### src/logic/dcrs_pkg.sv
// Constants and carrier types for the diagnostic reset controller
package dcrs_pkg;

	// ==========================================================
	// Time base
	localparam int CLK_HZ    = 100_000_000;
	localparam int TICK_S    = 1;
	localparam int TICK_CYC  = CLK_HZ * TICK_S;
	localparam int HOLD_MIN  = 30;
	localparam int HOLD_S    = HOLD_MIN * 60 / TICK_S;
	localparam int LOCK_H    = 24;
	localparam int LOCK_S    = LOCK_H * 3600 / TICK_S;
	localparam int RND_MIN_S = 5;
	localparam int RND_MAX_S = 30;
	localparam int SEC_W     = 17;
	localparam logic [4:0] RND_MIN_V  = 5'(RND_MIN_S);
	localparam logic [4:0] RND_SPAN_V = 5'(RND_MAX_S - RND_MIN_S + 1);
	localparam logic [15:0] LFSR_SEED = 16'hace1;

	// ==========================================================
	// Register map (byte addresses)
	localparam logic [7:0] A_NETREQ = 8'h00;
	localparam logic [7:0] A_MODE   = 8'h04;
	localparam logic [7:0] A_WAIT   = 8'h08;
	localparam logic [7:0] A_STATUS = 8'h0c;
	localparam logic [7:0] A_ORDER  = 8'h10;

	// Field positions
	localparam int MODE_OP_LSB  = 0;
	localparam int MODE_OCC_LSB = 4;
	localparam int ST_ACT_LSB   = 0;
	localparam int ST_LOCK      = 8;
	localparam int ST_PH_LSB    = 9;
	localparam int ST_TEST_LSB  = 11;
	localparam int ST_UNIT      = 14;
	localparam int ST_LAT_LSB   = 16;

	// Encodings and reset values
	localparam logic [7:0] NET_CLEAR_ALARM = 8'h01;
	localparam logic [1:0] OP_OFF    = 2'h0;
	localparam logic [1:0] OP_AUTO   = 2'h1;
	localparam logic [1:0] OP_HEAT   = 2'h2;
	localparam logic [1:0] OP_COOL   = 2'h3;
	localparam logic [1:0] OCC_OCC   = 2'h0;
	localparam logic [1:0] OCC_UNOCC = 2'h1;
	localparam logic [1:0] FAN_OFF   = 2'h0;
	localparam logic [1:0] RESP_OKAY   = 2'h0;
	localparam logic [1:0] RESP_SLVERR = 2'h2;

	// ==========================================================
	// Types
	typedef enum logic [1:0] {PH_CLEAR, PH_RAND, PH_WAIT, PH_RUN}
		dcrs_phase_e;
	typedef enum logic [2:0] {
		TS_IDLE, TS_START, TS_FAN, TS_VALVE, TS_HEAT, TS_END
	} dcrs_test_e;

	typedef struct packed {
		logic       sw_local;
		logic [1:0] fan_sw;
		logic       test_btn;
	} dcrs_sw_s;

	typedef struct packed {
		logic fan_on;
		logic fan_high;
		logic cool_valve;
		logic heat;
		logic unit_on;
	} dcrs_out_s;

endpackage

### src/logic/dcrs_ctrl.sv
// Diagnostic clearing, coil fault auto recovery and start-up gating
//
// Implementation choices: the address map and the AXI4-Lite register port.
module dcrs_ctrl
	import dcrs_pkg::*;
#(
	parameter int                N_DIAG     = 4,
	parameter logic [N_DIAG-1:0] LATCH_MASK = N_DIAG'(3),
	parameter int                TICK_CYC   = dcrs_pkg::TICK_CYC,
	parameter int                HOLD_SEC   = HOLD_S,
	parameter int                LOCK_SEC   = LOCK_S
) (
	input  wire logic          aclk,
	input  wire logic          aresetn,
	input  wire logic [7:0]    awaddr,
	input  wire logic          awvalid,
	output logic               awready,
	input  wire logic [31:0]   wdata,
	input  wire logic [3:0]    wstrb,
	input  wire logic          wvalid,
	output logic               wready,
	output logic [1:0]         bresp,
	output logic               bvalid,
	input  wire logic          bready,
	input  wire logic [7:0]    araddr,
	input  wire logic          arvalid,
	output logic               arready,
	output logic [31:0]        rdata,
	output logic [1:0]         rresp,
	output logic               rvalid,
	input  wire logic          rready,
	input  wire dcrs_sw_s      sw,
	input  wire logic [N_DIAG-1:0] diag_cond,
	input  wire logic          demand,
	input  wire logic          heat_dmd,
	input  wire logic          cool_dmd,
	output dcrs_out_s          unit,
	output logic [N_DIAG-1:0]  diag_act,
	output logic               diag_lock
);

	localparam logic [SEC_W-1:0] HOLD_LAST = SEC_W'(HOLD_SEC - 1);
	localparam logic [SEC_W-1:0] LOCK_LAST = SEC_W'(LOCK_SEC - 1);
	localparam logic [N_DIAG-1:0] OTHER = ~N_DIAG'(1);

	if (N_DIAG < 2 || N_DIAG > 8 || !LATCH_MASK[0] || HOLD_SEC < 1 ||
		LOCK_SEC < 1 || LOCK_SEC >= 2 ** SEC_W ||
		HOLD_SEC >= 2 ** SEC_W) begin : g_chk
		$error("unsupported parameter values");
	end

	typedef struct packed {
		logic                   awready;
		logic                   wready;
		logic                   bvalid;
		logic [1:0]             bresp;
		logic                   arready;
		logic                   rvalid;
		logic [1:0]             rresp;
		logic [31:0]            rdata;
		logic                   aw_got;
		logic                   w_got;
		logic [7:0]             awaddr;
		logic [31:0]            wdata;
		logic [3:0]             wstrb;
		logic [1:0]             op;
		logic [1:0]             occ;
		logic [15:0]            wait_s;
		dcrs_phase_e            phase;
		dcrs_test_e             test;
		logic                   btn_d;
		logic [1:0]             sw_d;
		logic [15:0]            lfsr;
		logic [4:0]             rnd_s;
		logic [15:0]            ph_sec;
		logic [N_DIAG-1:0]      lat;
		logic [N_DIAG-1:0]      act;
		logic                   lock;
		logic                   win;
		logic [SEC_W-1:0]       lc_sec;
		logic [SEC_W-1:0]       win_sec;
		logic [N_DIAG-1:0][3:0] stamp;
		logic [3:0]             cnt;
		dcrs_out_s              out;
	} dcrs_st_s;

	dcrs_st_s          s;
	dcrs_st_s          next_s;
	logic              tick;
	logic              clr;
	logic              net_clr;
	logic              tst_clr;
	logic              sw_clr;
	logic              comm;
	logic              press;
	logic              auto_fire;
	logic              off;
	logic              run_ok;
	logic [N_DIAG-1:0] set;
	logic [4:0]        rv;
	logic [31:0]       rd;
	dcrs_out_s         o;

	dcrs_tick #(
		.CYC (TICK_CYC)
	) u_tick (
		.aclk    (aclk),
		.aresetn (aresetn),
		.tick    (tick)
	);

	always_comb begin
		next_s = s;
		net_clr = 1'b0;
		tst_clr = 1'b0;
		comm = 1'b0;
		rd = '0;
		o = '0;
		// ==========================================================
		// Register bus slave
		if (s.bvalid && bready) begin
			next_s.bvalid = 1'b0;
			next_s.awready = 1'b1;
			next_s.wready = 1'b1;
		end
		if (awvalid && s.awready) begin
			next_s.aw_got = 1'b1;
			next_s.awaddr = awaddr;
			next_s.awready = 1'b0;
		end
		if (wvalid && s.wready) begin
			next_s.w_got = 1'b1;
			next_s.wdata = wdata;
			next_s.wstrb = wstrb;
			next_s.wready = 1'b0;
		end
		if (s.aw_got && s.w_got) begin
			next_s.aw_got = 1'b0;
			next_s.w_got = 1'b0;
			next_s.bvalid = 1'b1;
			next_s.bresp = RESP_OKAY;
			case (s.awaddr)
				A_NETREQ: begin
					comm = 1'b1;
					net_clr = s.wstrb[0] &&
						(s.wdata[7:0] == NET_CLEAR_ALARM);
				end
				A_MODE: begin
					comm = 1'b1;
					if (s.wstrb[0]) begin
						next_s.op = s.wdata[MODE_OP_LSB +: 2];
						next_s.occ = s.wdata[MODE_OCC_LSB +: 2];
					end
				end
				A_WAIT: begin
					if (s.wstrb[0]) next_s.wait_s[7:0] = s.wdata[7:0];
					if (s.wstrb[1]) next_s.wait_s[15:8] = s.wdata[15:8];
				end
				A_STATUS, A_ORDER: ;
				default: next_s.bresp = RESP_SLVERR;
			endcase
		end
		case (araddr)
			A_MODE: begin
				rd[MODE_OP_LSB +: 2] = s.op;
				rd[MODE_OCC_LSB +: 2] = s.occ;
			end
			A_WAIT: rd[15:0] = s.wait_s;
			A_STATUS: begin
				rd[ST_ACT_LSB +: N_DIAG] = s.act;
				rd[ST_LOCK] = s.lock;
				rd[ST_PH_LSB +: 2] = s.phase;
				rd[ST_TEST_LSB +: 3] = s.test;
				rd[ST_UNIT] = s.out.unit_on;
				rd[ST_LAT_LSB +: N_DIAG] = s.lat;
			end
			A_ORDER: rd[4*N_DIAG-1:0] = s.stamp;
			default: rd = '0;
		endcase
		if (s.rvalid && rready) begin
			next_s.rvalid = 1'b0;
			next_s.arready = 1'b1;
		end
		if (arvalid && s.arready) begin
			next_s.arready = 1'b0;
			next_s.rvalid = 1'b1;
			next_s.rdata = rd;
			next_s.rresp = (araddr == A_NETREQ || araddr == A_MODE ||
				araddr == A_WAIT || araddr == A_STATUS ||
				araddr == A_ORDER) ? RESP_OKAY : RESP_SLVERR;
		end
		// ==========================================================
		// Manual output test and fan switch
		press = sw.test_btn && !s.btn_d;
		next_s.btn_d = sw.test_btn;
		if (press) begin
			case (s.test)
				TS_IDLE: begin
					next_s.test = TS_START;
					tst_clr = 1'b1;
				end
				TS_START: next_s.test = TS_FAN;
				TS_FAN: next_s.test = TS_VALVE;
				TS_VALVE: next_s.test = TS_HEAT;
				TS_HEAT: begin
					next_s.test = TS_END;
					tst_clr = 1'b1;
				end
				TS_END: next_s.test = TS_IDLE;
				default: next_s.test = TS_IDLE;
			endcase
		end
		next_s.sw_d = sw.fan_sw;
		sw_clr = (s.sw_d == FAN_OFF) && (sw.fan_sw != FAN_OFF);
		// ==========================================================
		// Start-up phases
		next_s.lfsr = {s.lfsr[14:0],
			s.lfsr[15] ^ s.lfsr[13] ^ s.lfsr[12] ^ s.lfsr[10] ^ demand};
		rv = s.lfsr[4:0];
		if (rv >= RND_SPAN_V) rv = rv - RND_SPAN_V;
		case (s.phase)
			PH_CLEAR: begin
				next_s.phase = PH_RAND;
				next_s.rnd_s = rv + RND_MIN_V;
				next_s.ph_sec = '0;
			end
			PH_RAND: begin
				if (tick) begin
					if (s.ph_sec == 16'(s.rnd_s) - 16'h0001) begin
						next_s.phase = PH_WAIT;
						next_s.ph_sec = '0;
					end else begin
						next_s.ph_sec = s.ph_sec + 16'h0001;
					end
				end
			end
			PH_WAIT: begin
				if (s.wait_s == '0 || comm) begin
					next_s.phase = PH_RUN;
				end else if (tick) begin
					if (s.ph_sec == s.wait_s - 16'h0001) begin
						next_s.phase = PH_RUN;
					end else begin
						next_s.ph_sec = s.ph_sec + 16'h0001;
					end
				end
			end
			PH_RUN: ;
			default: next_s.phase = PH_CLEAR;
		endcase
		// ==========================================================
		// Diagnostic records
		clr = net_clr || tst_clr || sw_clr ||
			(s.phase == PH_CLEAR);
		auto_fire = tick && s.lat[0] && !s.lock && !clr &&
			(s.lc_sec == HOLD_LAST);
		set = diag_cond & LATCH_MASK;
		if (!s.lat[0]) begin
			next_s.lc_sec = '0;
		end else if (tick && !s.lock) begin
			next_s.lc_sec = s.lc_sec + 1'b1;
		end
		if (s.win && tick) begin
			if (s.win_sec == LOCK_LAST) next_s.win = 1'b0;
			else next_s.win_sec = s.win_sec + 1'b1;
		end
		if (auto_fire) begin
			next_s.lat[0] = 1'b0;
			next_s.lc_sec = '0;
			next_s.win = 1'b1;
			next_s.win_sec = '0;
		end
		if (clr) begin
			next_s.lat = '0;
			next_s.lock = 1'b0;
			next_s.win = 1'b0;
			next_s.lc_sec = '0;
		end
		if (set[0] && (auto_fire || (next_s.win && !s.lat[0]))) begin
			next_s.lock = 1'b1;
		end
		next_s.lat = next_s.lat | set;
		next_s.act = next_s.lat | (diag_cond & ~LATCH_MASK);
		if (next_s.act == '0) next_s.cnt = '0;
		for (int i = 0; i < N_DIAG; i++) begin
			if (!next_s.act[i]) begin
				next_s.stamp[i] = '0;
			end else if (!s.act[i]) begin
				next_s.cnt = next_s.cnt + 4'h1;
				next_s.stamp[i] = next_s.cnt;
			end
		end
		// ==========================================================
		// Unit outputs
		off = (sw.sw_local && sw.fan_sw == FAN_OFF) ||
			(s.op == OP_OFF) || (s.lat != '0);
		run_ok = (s.phase == PH_RUN) && !off && (s.test == TS_IDLE);
		if (s.test != TS_IDLE) begin
			o.unit_on = 1'b1;
			o.fan_on = (s.test == TS_FAN);
			o.fan_high = (s.test == TS_FAN);
			o.cool_valve = (s.test == TS_VALVE);
			o.heat = (s.test == TS_HEAT);
		end else if (run_ok) begin
			o.unit_on = 1'b1;
			if (s.occ == OCC_UNOCC) begin
				o.fan_on = demand;
				o.fan_high = demand;
			end else begin
				o.fan_on = 1'b1;
				o.fan_high = demand;
			end
			o.cool_valve = cool_dmd && (s.op != OP_HEAT);
			o.heat = heat_dmd && (s.op != OP_COOL);
		end
		next_s.out = o;
	end

	always_ff @(posedge aclk) begin
		if (!aresetn) begin
			s <= '0;
			s.awready <= 1'b1;
			s.wready <= 1'b1;
			s.arready <= 1'b1;
			s.op <= OP_AUTO;
			s.lfsr <= LFSR_SEED;
			s.phase <= PH_CLEAR;
			s.test <= TS_IDLE;
		end else begin
			s <= next_s;
		end
	end

	assign awready = s.awready;
	assign wready = s.wready;
	assign bvalid = s.bvalid;
	assign bresp = s.bresp;
	assign arready = s.arready;
	assign rvalid = s.rvalid;
	assign rresp = s.rresp;
	assign rdata = s.rdata;
	assign unit = s.out;
	assign diag_act = s.act;
	assign diag_lock = s.lock;
endmodule

### src/logic/dcrs_tick.sv
// One-cycle pulse every CYC clock cycles, the slow time base
module dcrs_tick
	import dcrs_pkg::*;
#(
	parameter int CYC = TICK_CYC
) (
	input  wire logic aclk,
	input  wire logic aresetn,
	output logic      tick
);

	localparam int CW = $clog2(CYC);
	localparam logic [CW-1:0] LAST = CW'(CYC - 1);

	typedef struct packed {
		logic [CW-1:0] cnt;
		logic          tick;
	} dcrs_tk_s;

	dcrs_tk_s s;
	dcrs_tk_s next_s;

	if (CYC < 2) begin : g_chk
		$error("tick period must be at least two cycles");
	end

	always_comb begin
		next_s = s;
		next_s.tick = (s.cnt == LAST);
		next_s.cnt = (s.cnt == LAST) ? '0 : s.cnt + 1'b1;
	end

	always_ff @(posedge aclk) begin
		if (!aresetn) begin
			s <= '0;
		end else begin
			s <= next_s;
		end
	end

	assign tick = s.tick;

endmodule
### config.mk
export PLATFORM = sky130hd
export DESIGN_NAME = dcrs_ctrl
export DESIGN_NICKNAME = d
export VERILOG_FILES = /design/src/logic/dcrs_pkg.sv /design/src/logic/dcrs_ctrl.sv /design/src/logic/dcrs_tick.sv
export SDC_FILE = /design/constraint.sdc
export NUM_CORES = 1
export LEC_CHECK = 0
export ABC_AREA = 1
export BUFFER_PORTS_ARGS = -buffer_cell sky130_fd_sc_hd__buf_4
export CORE_MARGIN = 2
export CORE_UTILIZATION = 30
export CTS_CLUSTER_DIAMETER = 60
export CTS_CLUSTER_SIZE = 16
export DETAILED_ROUTE_END_ITERATION = 8
export PLACE_DENSITY = 0.5
export SLEW_MARGIN = 15
export SYNTH_ARGS = -nofsm -noshare
export SYNTH_HDL_FRONTEND = slang
export SYNTH_SLANG_ARGS = --single-unit
### constraint.sdc
create_clock -name aclk -period 7.31 [get_ports aclk]
set_clock_uncertainty 0.05 [all_clocks]
set_input_delay 1.8275 -clock aclk [delete_from_list [all_inputs] [get_ports aclk]]
set_output_delay 1.8275 -clock aclk [all_outputs]
set_load 0.05 [all_outputs]
==> results.md <==
- The overall die width is ~190 um.
- The clock network accounts for 40.2% of the total power.
- At the pin with the least slew margin, the transition time is between 1000 and 1500 ps.
- Entering global routing, the biggest net connects 82 pins.
- The remaining design rule violation count is 0.
- The count of final hold-check violations is 0.
- The overall fraction of global-route tracks in use is ~15%.
- In this run the critical register-to-register path is launched from s[112].
- The via count is slightly above 9000.
- During I/O placement, the number of pins put on the boundary was roughly 120.
- The detail-routed via count per cell is roughly 4.6.
- The number of rows in the core area is 68.
- The repair_antennas step left the layout with diodes totalling 0.
- In this run the register-to-register setup slack is between 3000 and 4000 ps.
- From synthesis to final layout, the design area changed by 16.4%.
- The fraction of final layout cells with drive strength greater than 1 is a little over an eighth.
- In the final layout, the multi-input gates occupy between 0.005 and 0.006 mm^2.
- The library cell used as clock root buffer is clkbuf_16.
- The cell with the largest stage delay on the worst path is a22oi_1.
- The cell type contributing the most total cell area after synthesis is dfxtp_1.
- The category of the critical setup timing path is primary input to flop.
- In this run the number of cells on the critical path is 28.
- Counting instances, the worst hold path has a depth of 1.
- After detailed routing, the total wire length is around 28000 um.
- The top achievable clock speed is between 0.2 and 0.25 GHz.
- The number of gates given a new drive strength after cts is 0.
- TritonCTS built the clock tree.
- The post-synthesis sequential area ratio is 40.6%.
- The largest single stage delay on the critical path is about 320 ps.
- The sequential power share is roughly 40%.
- The latest clock arrival within the worst-skew pair is about 540 ps.
- The post-synthesis sequential element count is ~220.
- The met3 wirelength from detailed routing is 1660 um.
- The run finished with clean final reports.
- For the finished layout, the period the worst path requires is a little under 5000 ps.
- Setup repair after global routing left no endpoint under its margin.
- The detailed router's first-iteration violation count is 495.
- The final number of max-transition violations is 0.
- The depth of the CTS H-tree is 1.
- Setup violations remaining at the end of the flow were counted as 0.
- The worst slack at placement is approximately 1800 ps.
- The internal portion of the total power is ~2200 uW.
- Detailed routing placed a total of ~12000 um of wire on met2.
- Summed over all nets, the switching power comes to about 1100 uW.
- The height of the die is a little under 200 um.
- The highest metal layer used by the detailed router is met4.
- The number of buffers on the longest clock path is 3.
- Buffers inserted during clock tree synthesis total 26.
- The post-synthesis async set-or-reset flop share is 0%.
- The sequential cell area in the final layout is 0.00430 mm^2.
- The number of nets in the layout is ~1600.
- In this run the post-CTS setup repair buffer count came out at 0.
- The startpoint identified for the worst hold timing path is next_s[100].
- The commonest cells after synthesis are nand2_1 (237), dfxtp_1 (215), inv_1 (193), nor2_1 (180), a21oi_1 (102).
- The routed length on met1 is roughly 13000 um.
- The fraction of power consumed by combinational cells is approximately a fifth.
- The relative slew slack is 31.7%.
- Summed over all layers, the global routing overflow is 0.
- The clock slew seen by the registers of the worst setup and hold paths is approximately 60 ps.
- The required time of the worst setup path is slightly below 8000 ps.
- The wire length of the first global-routing pass is around 44000 um.
- The data arrival time of the critical path is between 5000 and 6000 ps.
- STA classifies the critical path endpoint as a flop.
- In this run the cell area measured after placement is about 0.011 mm^2.
- The initial utilization of the core area, before any placement, comes to roughly 31%.
- For hold timing, the worst endpoint is next_s[101].
- The number of cell instances on the worst register-to-register path is 29.
- The area of the die is ~0.037 mm^2.
- Once layout is done, the placed cells without fillers occupy roughly 0.012 mm^2.
- Sorting the synthesized cells by area gives the leading types as dfxtp_1 (41%), nand2_1 (8.4%), inv_1 (6.8%), nor2_1 (6.4%), a21oi_1 (4.8%).
- The cell family with the largest share of critical-path delay is simple AND/OR/NAND/NOR gates.
- The library cell with the highest instance count after synthesis is nand2_1.
- For this design the ratio of total power to cell area is 266 mW/mm^2.
- The total negative slack for setup checks is 0 ps.
- The detail-routed net length per standard cell is about 14 um.
- The number of buffers inserted by port buffering is 88.
- After floorplanning, the core was sized to cover about 0.035 mm^2.
- The path class of the tightest hold or removal check is flop to flop.
- At the end of routability-driven placement, the weighted congestion stood at a little over 0.8.
- The most used flip-flop cell after synthesis is dfxtp_1.
- The reported leakage power is ~0.0052 uW.
- The share of Yosys cell area claimed by the top area cell type is around two fifths.
- The most numerous cell type found on the critical path is inv_1.
- The number of fillers in the final layout is 3730.
- The endpoint of the worst register-to-register path is s[7].
- Measured on the finished design, the core utilization comes to a little over a third.
- The worst-case IR drop observed on VDD is between 150 and 200 uV.
- The mean instance size in the synthesized netlist is around 7.3 um^2.
- Synthesis handed over a netlist of 1451 instances.
- The mapped netlist covers ~0.011 mm^2.
- The count of yosys warnings during synthesis is 0.
- The post-route antenna net violation count is 0.
- Counting both buffers and inverters, the worst setup path holds a total of 7.
- The share of the clock period used by the worst path after layout is roughly 70%.
- The HPWL after detailed placement is ~21000 um.
- The reported max-cap violation count is 0.
- Counting flops with a built-in enable in the synthesized netlist gives 0.
- The number of antenna violations at the first check in global routing is 0.
- The synthesized netlist contains 53 unique library cells.
- In this run switching power makes up 32.7% of total power.
- In this run the worst path has a maximum fanout of 8.
- The kind of start point of the critical path is a primary input.
- The number of global-route vias before repair came to approximately 8600.
- The hold-fix buffer count after cts is 0.
- The clock sink total is between 200 and 250.
- The number of iterations in the first detailed-routing pass is 5.
- Across all setup checks in the final design, the least slack found is approximately 2300 ps.
## final cells by class
| class | count | share of cell area (%) |
|---|---|---|
| Inverter | 206 | 6.26 |
| Clock inverter | 17 | 1.71 |
| Tap cell | 455 | 4.61 |
| Timing Repair Buffer | 92 | 5.60 |
| Multi-Input combinational cell | 966 | 41.4 |
| Sequential cell | 215 | 34.9 |
| Clock buffer | 31 | 5.59 |
## stage by stage
stage	std cells	hold WS, ps	total power [uW]
after floorplan	1464	340	1840
after global placement	1934	346	1980
after detailed placement	1934	350	1990
after CTS	1982	358	3330
after global routing	1982	381	3460
final	1982	355	3290
## power groups by stage
stage	registers (uW)	clock network, uW	logic [uW]
finish	1320	1320	642
global route	1340	1410	716
CTS	1320	1360	645
detailed placement	1350	0	642
global placement	1350	0	635
floorplan	1330	0	513
## kinds of logic after synthesis
group | synth area share, %
adder cells (fa/ha/maj) | 2.01
XOR/XNOR | 5.38
flip-flops | 40.6
AND/OR/NAND/NOR | 26.6
AO/OA/AOI/OAI | 13.6
buffers and inverters | 11.8
other | 0.0354
## cells in the final DEF (no fill, tap or decap), types with 26 or more instances in the layout
cell       instances
nand2_1          237
nor3_1            38
o21ai_0           87
xor2_1            42
dfxtp_1          215
inv_1            192
a21oi_1          102
nor2_1           180
buf_4             92
nand3_1           57
clkbuf_16         26
## metal layers
| layer | global-route usage [%] | vias up |
|---|---|---|
| li1 | - | 4757 |
| met2 | 24.0 | 185 |
| met5 | 0 | - |
| met3 | 3.38 | 45 |
| met1 | 20.2 | 4206 |
| met4 | 4.11 | 0 |
## state kept, by name (all words and copies together) (netlist names), 2 cells and up
name,flops
unit,5
rdata,20
s,137
u_tick.s,27
diag_act,2
next_s,15
## how the worst max path moves through the flow
stage	endpoint	slack, ps	startpoint
after floorplan	s[7]	2570	sw[0]
after global placement	s[6]	1880	sw[2]
after detailed placement	s[7]	1800	sw[2]
after CTS	s[7]	2350	sw[2]
after global routing	s[7]	2020	sw[2]
final	s[7]	2340	sw[2]
## worst register-to-register path: cells and delay by family, from the launching register on
kind | cells | cell delay [ps]
simple gates | 16 | 1730
fa+ha+maj | 4 | 1060
buf+inv | 8 | 600
flops | 1 | 420
compound gates | 1 | 330
Power figures use the tool's default switching activity.
